`config.mk`:
```
export PLATFORM = sky130hd
export DESIGN_NAME = indicator_display
export DESIGN_NICKNAME = d
export VERILOG_FILES = /design/src/logic/indicator_pkg.sv /design/src/logic/pin_sync.sv /design/src/logic/indicator_display.sv
export SDC_FILE = /design/constraint.sdc
export NUM_CORES = 2
export LEC_CHECK = 0
export BUFFER_PORTS_ARGS = -buffer_cell sky130_fd_sc_hd__buf_2
export CAP_MARGIN = 20
export CORE_MARGIN = 2
export CORE_UTILIZATION = 55
export DETAILED_ROUTE_END_ITERATION = 8
export PLACE_DENSITY = 0.8
export SYNTH_ARGS = -nofsm -noshare
export SYNTH_HDL_FRONTEND = slang
export SYNTH_SLANG_ARGS = --single-unit
```
`constraint.sdc`:
```
create_clock -name ref_clk_i -period 90.8 [get_ports ref_clk_i]
set_clock_uncertainty 0.15 [all_clocks]
set_input_delay 4.54 -clock ref_clk_i [delete_from_list [all_inputs] [get_ports ref_clk_i]]
set_output_delay 4.54 -clock ref_clk_i [all_outputs]
set_load 0.1 [all_outputs]
```
`src/logic/indicator_pkg.sv`:
```
/*
  Constants for the indicator display status logic.
  Assumes a 20 MHz system clock.
*/
package indicator_pkg;
  localparam int unsigned CLK_HZ = 20000000;
  localparam int unsigned NUM_CHANNELS = 8;
  localparam int unsigned BAR_STEPS = 10;
  localparam int unsigned DWELL_MIN_S = 2;
  localparam int unsigned DWELL_MAX_S = 20;
  localparam int unsigned DWELL_RST_S = 5;
  localparam int unsigned SCROLL_MS = 500;
  localparam int unsigned TEXT_MAX = 16;
  localparam int unsigned TEXT_VIS = 8;
  localparam int unsigned CYC_PER_S = CLK_HZ;
  localparam int unsigned SCROLL_CYC = (CLK_HZ / 1000) * SCROLL_MS;
  localparam logic [7:0] STATUS_GOOD_MIN = 8'h80;
  localparam logic [7:0] STATUS_UNC_MIN = 8'h40;
  localparam logic [7:0] ADDR_NONE = 8'h00;
  localparam logic [4:0] DWELL_RST = 5'h05;
  localparam logic [4:0] DWELL_MIN = 5'h02;
  localparam logic [4:0] DWELL_MAX = 5'h14;
  localparam logic [3:0] SEL_MASK = 4'h8;
  localparam logic [3:0] SEL_DWELL = 4'h9;
  localparam logic [3:0] SEL_MODE = 4'ha;
  localparam logic [7:0] MASK_RST = 8'h01;
  typedef enum logic [1:0] {QUAL_GOOD, QUAL_UNCERTAIN, QUAL_BAD} quality_t;
  typedef enum logic {MODE_LISTENER, MODE_FBLOCK} source_mode_t;
endpackage : indicator_pkg

```
`src/logic/pin_sync.sv`:
```
/*
  Three-stage synchroniser for a slow pin with agreement filter.
  Assumes the pin changes far slower than the clock.
*/
module pin_sync
  import indicator_pkg::*;
(
  // clock and reset
  input wire logic ref_clk_i,
  input wire logic sys_rst_i,
  // pin in, filtered level out
  input wire logic pin_i,
  output logic level_o
);
  typedef struct packed {
    logic s1;
    logic s2;
    logic s3;
    logic level;
  } sync_state_t;

  sync_state_t st;
  sync_state_t next_st;

  always_comb begin
    next_st = st;
    next_st.s1 = pin_i;
    next_st.s2 = st.s1;
    next_st.s3 = st.s2;
    if (st.s2 == st.s3) begin
      next_st.level = st.s3;
    end
  end

  always_ff @(posedge ref_clk_i) begin
    if (sys_rst_i) begin
      st <= '0;
    end else begin
      st <= next_st;
    end
  end

  assign level_o = st.level;
endmodule : pin_sync

```
`src/logic/indicator_display.sv`:
```
/*
  Display control for a bus-powered field indicator: bar graph, value
  area, text area, status symbols, channel binding, write protection.
  Assumes the protocol stack delivers values, status bytes and
  parameter write requests as same-clock strobes.
*/
// Functional notes
// - bar graph steps in tenths of range
// - bar 0..100 with under/over arrows
// - cycle up to eight values, 2-20 s
// - text max 16 chars, scrolls when long
// - status >= 0x80 lights no symbol
// - status 0x40..0x7f lights uncertain symbol
// - status below 0x40 shows BAD, channel
// - bad channel also shown in text
// - listener: bind eight channels to addresses
// - block mode shows assigned block parameter
// - write protect rejects every parameter change
// - lock status readable from switch
// - switch on enables protection
module indicator_display
  import indicator_pkg::*;
#(
  parameter int unsigned NCH = NUM_CHANNELS,
  parameter int unsigned CYC_SEC = CYC_PER_S,
  parameter int unsigned SCR_CYC = SCROLL_CYC
) (
  // clock and reset
  input wire logic ref_clk_i,
  input wire logic sys_rst_i,
  // write-protect switch pin
  input wire logic wp_switch_i,
  // published values from the bus
  input wire logic pub_valid_i,
  input wire logic [7:0] pub_addr_i,
  input wire logic [15:0] pub_value_i,
  input wire logic [7:0] pub_status_i,
  input wire logic comm_active_i,
  // function-block parameter feed
  input wire logic fb_valid_i,
  input wire logic [2:0] fb_chan_i,
  input wire logic [15:0] fb_value_i,
  input wire logic [7:0] fb_status_i,
  // parameter write requests
  input wire logic par_wr_i,
  input wire logic [3:0] par_sel_i,
  input wire logic [7:0] par_data_i,
  // range and text
  input wire logic [15:0] range_lo_i,
  input wire logic [15:0] range_hi_i,
  input wire logic [4:0] text_len_i,
  // outputs
  output logic [3:0] bar_segs_o,
  output logic arrow_under_o,
  output logic arrow_over_o,
  output logic [15:0] seg7_value_o,
  output logic seg7_bad_o,
  output logic [2:0] seg7_chan_o,
  output logic [4:0] text_pos_o,
  output logic text_show_chan_o,
  output logic [2:0] text_chan_o,
  output logic sym_uncertain_o,
  output logic sym_locked_o,
  output logic sym_comm_o,
  output logic write_lock_o,
  output logic par_rej_o,
  output logic par_ack_o,
  output logic [7:0] seen_addr_o,
  output logic seen_valid_o
);
  typedef struct packed {
    logic [NCH-1:0][7:0] bind_addr;
    logic [NCH-1:0][15:0] value;
    logic [NCH-1:0][7:0] status;
    logic [7:0] shown_mask;
    logic mode;
    logic [4:0] dwell_s;
    logic [2:0] cur;
    logic [4:0] sec_cnt;
    logic [24:0] cyc_cnt;
    logic [23:0] scr_cnt;
    logic [4:0] text_pos;
    logic [3:0] bar;
    logic under;
    logic over;
    logic [15:0] seg_val;
    logic bad;
    logic uncertain;
    logic lock;
    logic comm;
    logic rej;
    logic ack;
    logic [7:0] seen_addr;
    logic seen_valid;
  } disp_state_t;

  disp_state_t st;
  disp_state_t next_st;
  logic wp_level;
  ////////////////////////////////////////////////////////////////////
  pin_sync u_wp_sync (
    .ref_clk_i(ref_clk_i),
    .sys_rst_i(sys_rst_i),
    .pin_i(wp_switch_i),
    .level_o(wp_level)
  );
  function automatic quality_t classify(input logic [7:0] s);
    if (s >= STATUS_GOOD_MIN) begin
      classify = QUAL_GOOD;
    end else if (s >= STATUS_UNC_MIN) begin
      classify = QUAL_UNCERTAIN;
    end else begin
      classify = QUAL_BAD;
    end
  endfunction : classify
  function automatic logic [3:0] bar_steps(input logic [15:0] v, lo, hi);
    logic [31:0] num;
    logic [31:0] span;
    logic [31:0] q;
    num = 32'({16'h0000, v - lo}) * 32'(BAR_STEPS);
    span = {16'h0000, hi - lo};
    q = (span == 32'h0) ? 32'h0 : num / span;
    bar_steps = (q > 32'(BAR_STEPS)) ? 4'(BAR_STEPS) : q[3:0];
  endfunction : bar_steps
  ////////////////////////////////////////////////////////////////////
  quality_t q_cur;
  logic [15:0] v_cur;
  always_comb begin
    next_st = st;
    next_st.rej = 1'b0;
    next_st.ack = 1'b0;
    next_st.seen_valid = 1'b0;
    next_st.lock = wp_level;
    next_st.comm = comm_active_i;
    // parameter writes, blocked under protection
    if (par_wr_i) begin
      if (wp_level) begin
        next_st.rej = 1'b1;
      end else begin
        next_st.ack = 1'b1;
        if (par_sel_i < 4'(NCH)) begin
          next_st.bind_addr[par_sel_i[2:0]] = par_data_i;
        end else if (par_sel_i == SEL_MASK) begin
          next_st.shown_mask = par_data_i;
        end else if (par_sel_i == SEL_DWELL) begin
          if (par_data_i[4:0] < DWELL_MIN) begin
            next_st.dwell_s = DWELL_MIN;
          end else if (par_data_i[4:0] > DWELL_MAX || par_data_i[7:5] != 3'h0) begin
            next_st.dwell_s = DWELL_MAX;
          end else begin
            next_st.dwell_s = par_data_i[4:0];
          end
        end else if (par_sel_i == SEL_MODE) begin
          next_st.mode = par_data_i[0];
        end
      end
    end
    // value capture per mode
    if (st.mode == MODE_LISTENER) begin
      if (pub_valid_i) begin
        next_st.seen_addr = pub_addr_i;
        next_st.seen_valid = 1'b1;
        for (int i = 0; i < NCH; i++) begin
          if (st.bind_addr[i] != ADDR_NONE && st.bind_addr[i] == pub_addr_i) begin
            next_st.value[i] = pub_value_i;
            next_st.status[i] = pub_status_i;
          end
        end
      end
    end else if (fb_valid_i) begin
      next_st.value[fb_chan_i] = fb_value_i;
      next_st.status[fb_chan_i] = fb_status_i;
    end
    // dwell timer, advances to next enabled channel
    if (st.cyc_cnt == 25'(CYC_SEC - 1)) begin
      next_st.cyc_cnt = '0;
      if (st.sec_cnt + 5'h01 >= st.dwell_s) begin
        next_st.sec_cnt = '0;
        for (int k = NCH - 1; k >= 1; k--) begin
          if (st.shown_mask[3'(st.cur + 3'(k))]) begin
            next_st.cur = 3'(st.cur + 3'(k));
          end
        end
      end else begin
        next_st.sec_cnt = st.sec_cnt + 5'h01;
      end
    end else begin
      next_st.cyc_cnt = st.cyc_cnt + 25'h1;
    end
    // text scroll across the visible field
    if (st.scr_cnt == 24'(SCR_CYC - 1)) begin
      next_st.scr_cnt = '0;
      if (text_len_i > 5'(TEXT_VIS) && st.text_pos + 5'(TEXT_VIS) < text_len_i
          && st.text_pos + 5'(TEXT_VIS) < 5'(TEXT_MAX)) begin
        next_st.text_pos = st.text_pos + 5'h01;
      end else begin
        next_st.text_pos = '0;
      end
    end else begin
      next_st.scr_cnt = st.scr_cnt + 24'h1;
    end
    // displayed value and its quality
    q_cur = classify(st.status[st.cur]);
    v_cur = st.value[st.cur];
    next_st.under = v_cur < range_lo_i;
    next_st.over = v_cur > range_hi_i;
    if (v_cur < range_lo_i) begin
      next_st.bar = 4'h0;
    end else begin
      next_st.bar = bar_steps(v_cur, range_lo_i, range_hi_i);
    end
    next_st.seg_val = v_cur;
    next_st.uncertain = (q_cur == QUAL_UNCERTAIN);
    next_st.bad = (q_cur == QUAL_BAD);
  end
  always_ff @(posedge ref_clk_i) begin
    if (sys_rst_i) begin
      st <= '0;
      st.dwell_s <= DWELL_RST;
      st.shown_mask <= MASK_RST;
    end else begin
      st <= next_st;
    end
  end

  ////////////////////////////////////////////////////////////////////
  assign bar_segs_o = st.bar;
  assign arrow_under_o = st.under;
  assign arrow_over_o = st.over;
  assign seg7_value_o = st.seg_val;
  assign seg7_bad_o = st.bad;
  assign seg7_chan_o = st.cur;
  assign text_pos_o = st.text_pos;
  assign text_show_chan_o = st.bad;
  assign text_chan_o = st.cur;
  assign sym_uncertain_o = st.uncertain;
  assign sym_locked_o = st.lock;
  assign sym_comm_o = st.comm;
  assign write_lock_o = st.lock;
  assign par_rej_o = st.rej;
  assign par_ack_o = st.ack;
  assign seen_addr_o = st.seen_addr;
  assign seen_valid_o = st.seen_valid;
  ////////////////////////////////////////////////////////////////////
  property p_reject;
    @(posedge ref_clk_i) disable iff (sys_rst_i)
      par_wr_i && wp_level |=> par_rej_o && !par_ack_o;
  endproperty
  a_reject: assert property (p_reject) else $error("write accepted while locked");
  property p_lock;
    @(posedge ref_clk_i) disable iff (sys_rst_i) wp_level |=> write_lock_o && sym_locked_o;
  endproperty
  a_lock: assert property (p_lock) else $error("lock status not shown");
  property p_bar_max;
    @(posedge ref_clk_i) disable iff (sys_rst_i) bar_segs_o <= 4'(BAR_STEPS);
  endproperty
  a_bar_max: assert property (p_bar_max) else $error("bar above ten segments");
  property p_under;
    @(posedge ref_clk_i) disable iff (sys_rst_i)
      arrow_under_o |-> bar_segs_o == 4'h0 && !arrow_over_o;
  endproperty
  a_under: assert property (p_under) else $error("under arrow with bar lit");
  property p_good;
    @(posedge ref_clk_i) disable iff (sys_rst_i)
      st.status[st.cur] >= STATUS_GOOD_MIN && $stable(st.cur) ##1 $stable(st.cur)
      |-> !sym_uncertain_o && !seg7_bad_o;
  endproperty
  a_good: assert property (p_good) else $error("symbol lit on good status");
  property p_unc;
    @(posedge ref_clk_i) disable iff (sys_rst_i)
      sym_uncertain_o |-> !seg7_bad_o;
  endproperty
  a_unc: assert property (p_unc) else $error("uncertain and bad together");
  property p_bad;
    @(posedge ref_clk_i) disable iff (sys_rst_i)
      seg7_bad_o |-> text_show_chan_o && text_chan_o == seg7_chan_o;
  endproperty
  a_bad: assert property (p_bad) else $error("bad channel not in text");
  property p_dwell;
    @(posedge ref_clk_i) disable iff (sys_rst_i)
      st.dwell_s >= DWELL_MIN && st.dwell_s <= DWELL_MAX;
  endproperty
  a_dwell: assert property (p_dwell) else $error("dwell out of range");
  property p_scroll;
    @(posedge ref_clk_i) disable iff (sys_rst_i) text_pos_o + 5'(TEXT_VIS) <= 5'(TEXT_MAX);
  endproperty
  a_scroll: assert property (p_scroll) else $error("scroll past sixteen chars");

  c_reject: cover property (@(posedge ref_clk_i) par_rej_o);
  c_bad: cover property (@(posedge ref_clk_i) seg7_bad_o);
  c_unc: cover property (@(posedge ref_clk_i) sym_uncertain_o);
  c_over: cover property (@(posedge ref_clk_i) arrow_over_o);
endmodule : indicator_display

```
### After elaboration in Yosys (flattened, before gate mapping)

Cells that the tools add are included.

* output and inout bits: 50
* bits in latches: 0
* memory bits (writable): 0
* bits in read-only memories: 0
* bits in registers: 373
* memories: 0
* logic and storage cells: 229
* bits of input ports: 115

* eq/ne operators: 17
* divide/modulo/power cells: 1
* add/subtract/negate cells: 14
* bitwise operators: 6
* muxes and demuxes: 64
* $mul: 1
* $lt $le $gt $ge: 24
* reductions and logical operators: 53
* shift operators: 0

Operator list (count)
* 2-to-1 mux 192 bit: 3
* 2-to-1 mux 16 bit: 10
* bitwise mux 128 bit: 1
* bitwise mux 64 bit: 2
* 2-to-1 mux 8 bit: 11
* == test 8 bit: 8
* nonzero test 8 bit: 8
* binary-select mux 16 bit (select 3 bit): 1
* demux 16 bit (select 3 bit): 1
* demux 8 bit (select 3 bit): 2
* < comparator 3 x 4 -> 1 bit (second input constant): 10
* divider 20 x 16 -> 32 bit: 1
* > comparator 32 x 4 -> 1 bit (second input constant): 1
* 2-to-1 mux 32 bit: 1
* subtractor 16 bit: 2
* AND reduction 3 bit: 10
* adder 25 x 1 -> 25 bit (second input constant): 1
* == test 25 bit (second input constant): 1
* adder 24 x 1 -> 24 bit (second input constant): 1
* binary-select mux 8 bit (select 3 bit): 1
* == test 24 bit (second input constant): 1
* binary-select mux 1 bit (select 3 bit): 7
* 2-to-1 mux 3 bit: 7
* 2-to-1 mux 5 bit: 4
* 39 further kinds: 85

### Depth between registers and ports, before layout

* depth in word-level cells: 10
* mapped depth: 492

### Modules after synthesis

A second synthesis with hierarchy kept.

* cells, all modules: 5307
* area, all modules: 40556.4 um2

By module, submodules not included
* indicator_display: cells an instance 5297, area each 40443.8 um2, times used 1
* pin_sync: cells an instance 10, area each 112.6 um2, times used 1

### Least setup slack after synthesis

Ideal clock, no wire load.

* path type: input -> register
* from: in range_hi_i[0]
* to: reg st (netlist bit bar_segs_o[0])
* data required time: 90.524 ns
* slack: -6.179 ns
* data arrival time: 96.703 ns
* stages on the path: 464
* buffers on the path: 48
* path through: inv_1 ha_1 inv_1 fa_1 a21o_1 a221oi_1 o21ai_0 xnor2_1 and2_1 nand4_1 clkbuf_1 nor2_1 and3_1 nand2_1 nor3_1 ha_1 o21a_1 o221a_2 (+428 left out) nor4_1 nand3_1 nor2_1 clkbuf_1 mux2i_1 ha_1 a21o_1 a21o_1 a21oi_1 nor2_1 a211oi_1 o21ai_0 a21o_1 a21o_1 a21oi_1 nor2b_1 a2111oi_2 a21oi_1

* longest elaborated chain between the ends: 5
* elaborated cells on any way between the ends: 6
* those cells by class: add/sub: 1; div: 1; order compare: 1; mux: 1; reduce/logical: 2

Ends and longest elaborated chain
* start: declaration: RTL line indicator_display.sv:50 `input wire logic [15:0] range_hi_i,`
* subtractor 16 bit (*): RTL line indicator_display.sv:121 `span = {16'h0000, hi - lo};`
* divider 20 x 16 -> 32 bit or logical NOT 16 bit (tied branches): RTL line indicator_display.sv:122 `q = (span == 32'h0) ? 32'h0 : num / span;`
* 2-to-1 mux 32 bit (*): RTL line indicator_display.sv:122
* > comparator 32 x 4 -> 1 bit: RTL line indicator_display.sv:123 `bar_steps = (q > 32'(BAR_STEPS)) ? 4'(BAR_STEPS) : q[3:0];`
* OR reduction 3 bit (no source line)
* end signal: assignment: RTL line indicator_display.sv:222 `st <= next_st;`
* end: declaration: RTL line indicator_display.sv:97 `disp_state_t st;`

Every way passes the cells marked *; elsewhere a longest branch is shown, timed or not.
A chain may end at the register's enable or synchronous reset.

### Final worst setup path

Ends and elaborated chain as after synthesis.

==> flow_summary_export.csv <==
group,metric,value,unit
outcome,outcome,"complete, no violations",
timing,max-slew-margin-rel,19.5,%
synthesis,avgSynthCellArea,7.56,µm²
global_routing,grt_usage,29.7,%
cts,htreeDepth,2,
cts,clk_pin_slew_worst_paths,60,ps
synthesis,yosys_warnings,0,
detailed_routing,wl_met1,50.3,mm
detailed_routing,first_iter_violations,3486,
cts,cts.path.max_buffers,3,
detailed_routing,wl_per_cell,18.4,µm
detailed_routing,vias,41741,
detailed_routing,wl_met3,8.51,mm
synthesis,synth-edff-count,0,
placement,port_buffers,152,
flow_run,max_cap_viol_count,0,
synthesis,synthArstFlopShare,0,%
final_layout,area_growth,15.4,%
detailed_routing,wl_met2,56.1,mm
worst_setup_path,r2r_start,"seg7_chan_o[1]",
detailed_routing,topRoutingLayerUsed,"met5",
worst_setup_path,slowest_delay,600,ps
timing,worstMarginPinSlew,1200,ps
floorplanning,dieArea,74400,µm²
synthesis,syn_area,39700,µm²
timing,fin_crit_sh,96.1,%
worst_setup_path,crit_type,"in -> reg",
final_layout,drive_gt1_share,18.4,%
min_path,min_path_type,"reg -> reg",
global_routing,grt_max_degree,188,
cts,clk_latency,570,ps
timing,finalHoldViolCount,0,
global_routing,grt_overflow,0,
placement,gp_congestion,0.975,
synthesis,ys.flop_type,"dfxtp_1",
floorplanning,placementRows,98,
min_path,whs_path_depth,1,
timing,setup_viol,0,
global_routing,grt_pass1_wl,187,mm
synthesis,ys_seq_elements,325,
global_routing,grt_pass1_vias,38429,
detailed_routing,ant_nets,0,
worst_setup_path,cp_max_fo,11,
worst_setup_path,reg2reg_depth,383,
synthesis,seq_area_frac_synth,16.4,%
floorplanning,die_w,273,µm
worst_setup_path,start_kind,"input pin",
min_path,min-delay-start,"u_wp_sync.next_st[2]",
detailed_routing,viasPerCell,6.42,
worst_setup_path,r2r-end,"bar_segs_o[0]",
global_routing,antenna_found_initial,7,
detailed_routing,dr.pass1.iters,7,
timing,timing.fmax,0.0115,GHz
timing,slew_violations,0,
worst_setup_path,arrival,87560,ps
worst_setup_path,path_common_cell,"o21a_1",
final_layout,fillers,5924,
timing,final.setup.tns,0,ps
floorplanning,fp.dieH,273,µm
worst_setup_path,cp-end-kind,"flop",
synthesis,syn_inst,5260,
detailed_routing,routed_wl,120,mm
worst_setup_path,cp_slowest_cell,"or4b_4",
timing,final.min_clock_period,87290,ps
cts,cts.sinks,325,
floorplanning,start_util,55.6,%
cts,cts_made_buffers,34,
cts,clock-root-buffer,"clkbuf_16",
worst_setup_path,r2r_setup_slack,16250,ps
cts,tritoncts,"yes",
floorplanning,io_pins,165,
min_path,hold_end,"u_wp_sync.next_st[1]",
worst_setup_path,crit_required,91070,ps
detailed_routing,detail_route.drc_violations,0,
cts,cts_hold_buffers,0,
floorplanning,fp.coreArea,71500,µm²
final_layout,final_nets,6124,
placement,post-dp-hpwl,85.9,mm
synthesis,ys_types,116,
## timing repair
action,in CTS,in global routing
buffers inserted,4,62
endpoints found under the hold margin,0,0
pin swaps,0,101
resized for setup,15,260
gates cloned,0,2
setup endpoints to repair,1,3
## worst max-delay path: cells and delay by family
kind / cells / cell delay (ps)
muxes: 8 / 2030
AOI/OAI and AO/OA: 268 / 51080
and+or+nand+nor: 102 / 17940
adders and majority gates: 30 / 8830
buffers and inverters: 24 / 3010
## routing by layer
| layer | track usage (%) | vias up |
|---|---|---|
| li1 | - | 20026 |
| met1 | 38.3 | 19648 |
| met2 | 50.7 | 1630 |
| met3 | 3.51 | 429 |
| met4 | 11.3 | 8 |
| met5 | 0 | - |
## cell usage in the layout (no fill, tap or decap), types with 181 or more instances in the layout
master	instances
nor2_1	577
ha_1	465
nand2_1	397
dfxtp_1	322
buf_4	322
o21ai_0	302
a21oi_1	283
nor3_1	243
o21a_1	219
xnor2_1	207
o211ai_1	181
## sequential cells by signal, summed over array words and instances (netlist names), 2 cells and up
signal	flops
seen_addr_o	8
st	276
bar_segs_o	4
seg7_value_o	16
u_wp_sync.next_st	2
seg7_chan_o	3
text_pos_o	5
## worst max path at each step
stage | from | to | slack [ps]
floorplan | range_hi_i[0] | bar_segs_o[0] | 10
global placement | range_lo_i[3] | bar_segs_o[0] | 320
detailed placement | range_hi_i[0] | bar_segs_o[0] | -700
CTS | range_hi_i[0] | bar_segs_o[0] | 40
global route | range_hi_i[0] | bar_segs_o[0] | -840
finish | range_hi_i[0] | bar_segs_o[0] | 3510
## area by class of cell
| class | instances | area, µm² | area share [%] |
|---|---|---|---|
| diodes | 3 | 7.51 | 0.0164 |
| clock buffers | 45 | 922 | 2.01 |
| repair buffers | 485 | 3350 | 7.30 |
| multi-input cells | 4528 | 33100 | 72.2 |
| well taps | 950 | 1190 | 2.59 |
| clock inverters | 15 | 186 | 0.407 |
| flip-flops and latches | 325 | 6510 | 14.2 |
| inverters | 151 | 567 | 1.24 |
## Yosys cell counts (all sizes together), types with 11 or more instances
library cell / count / share of area [%]
a2111oi: 14 / 0.42
a211o: 11 / 0.24
a211oi: 34 / 0.69
a21boi: 23 / 0.43
a21o: 112 / 2.1
a21oi: 322 / 4.1
a221o: 13 / 0.33
a221oi: 13 / 0.30
a31oi: 36 / 0.57
and2: 43 / 0.68
and3: 36 / 0.57
and4: 16 / 0.35
buf: 83 / 1.2
clkbuf: 185 / 1.8
dfxtp: 325 / 16
ha: 481 / 15
inv: 150 / 1.4
mux2: 86 / 2.4
mux2i: 84 / 2.1
mux4: 44 / 2.5
nand2: 408 / 3.9
nand2b: 62 / 0.98
nand3: 113 / 1.4
nand3b: 15 / 0.28
nand4: 64 / 1.0
nor2: 609 / 5.8
nor2b: 45 / 0.71
nor3: 259 / 3.3
nor4: 51 / 0.88
o2111ai: 13 / 0.29
o211ai: 183 / 3.5
o21a: 223 / 4.2
o21ai: 343 / 4.3
o21bai: 22 / 0.42
o22ai: 29 / 0.46
o31ai: 103 / 2.0
or2: 74 / 1.2
or3: 52 / 0.83
or4: 16 / 0.32
xnor2: 210 / 4.6
xor2: 100 / 2.2
## cell families after synthesis
| family | count (synthesis) | share of synthesized area (%) |
|---|---|---|
| compound gates | 1614 | 27.2 |
| xor+xnor | 310 | 6.83 |
| fa+ha+maj | 486 | 15.3 |
| buf+inv | 419 | 4.45 |
| flops | 325 | 16.4 |
| mux | 214 | 7.06 |
| other cells | 1 | 0.00944 |
| simple gates | 1891 | 22.8 |
## stage by stage
stage / area, µm² / util, % / hold slack, ps / setup slack (ps) / std cells
2_1_floorplan: 40100 / - / 264 / 14.0 / 5271
3_3_place_gp: 42900 / 60.1 / 265 / 321 / 6369
3_5_place_dp: 42900 / 60.1 / 285 / -699 / 6370
4_1_cts: 44200 / 61.8 / 299 / 36.7 / 6434
5_1_grt: 45900 / 64.1 / 316 / -841 / 6499
6_report: 45900 / 64.1 / 296 / 3510 / 6502
Power is left out: the tool's default activity adds up to more than one toggle a clock period on the data nets, which glitch-free logic cannot reach.
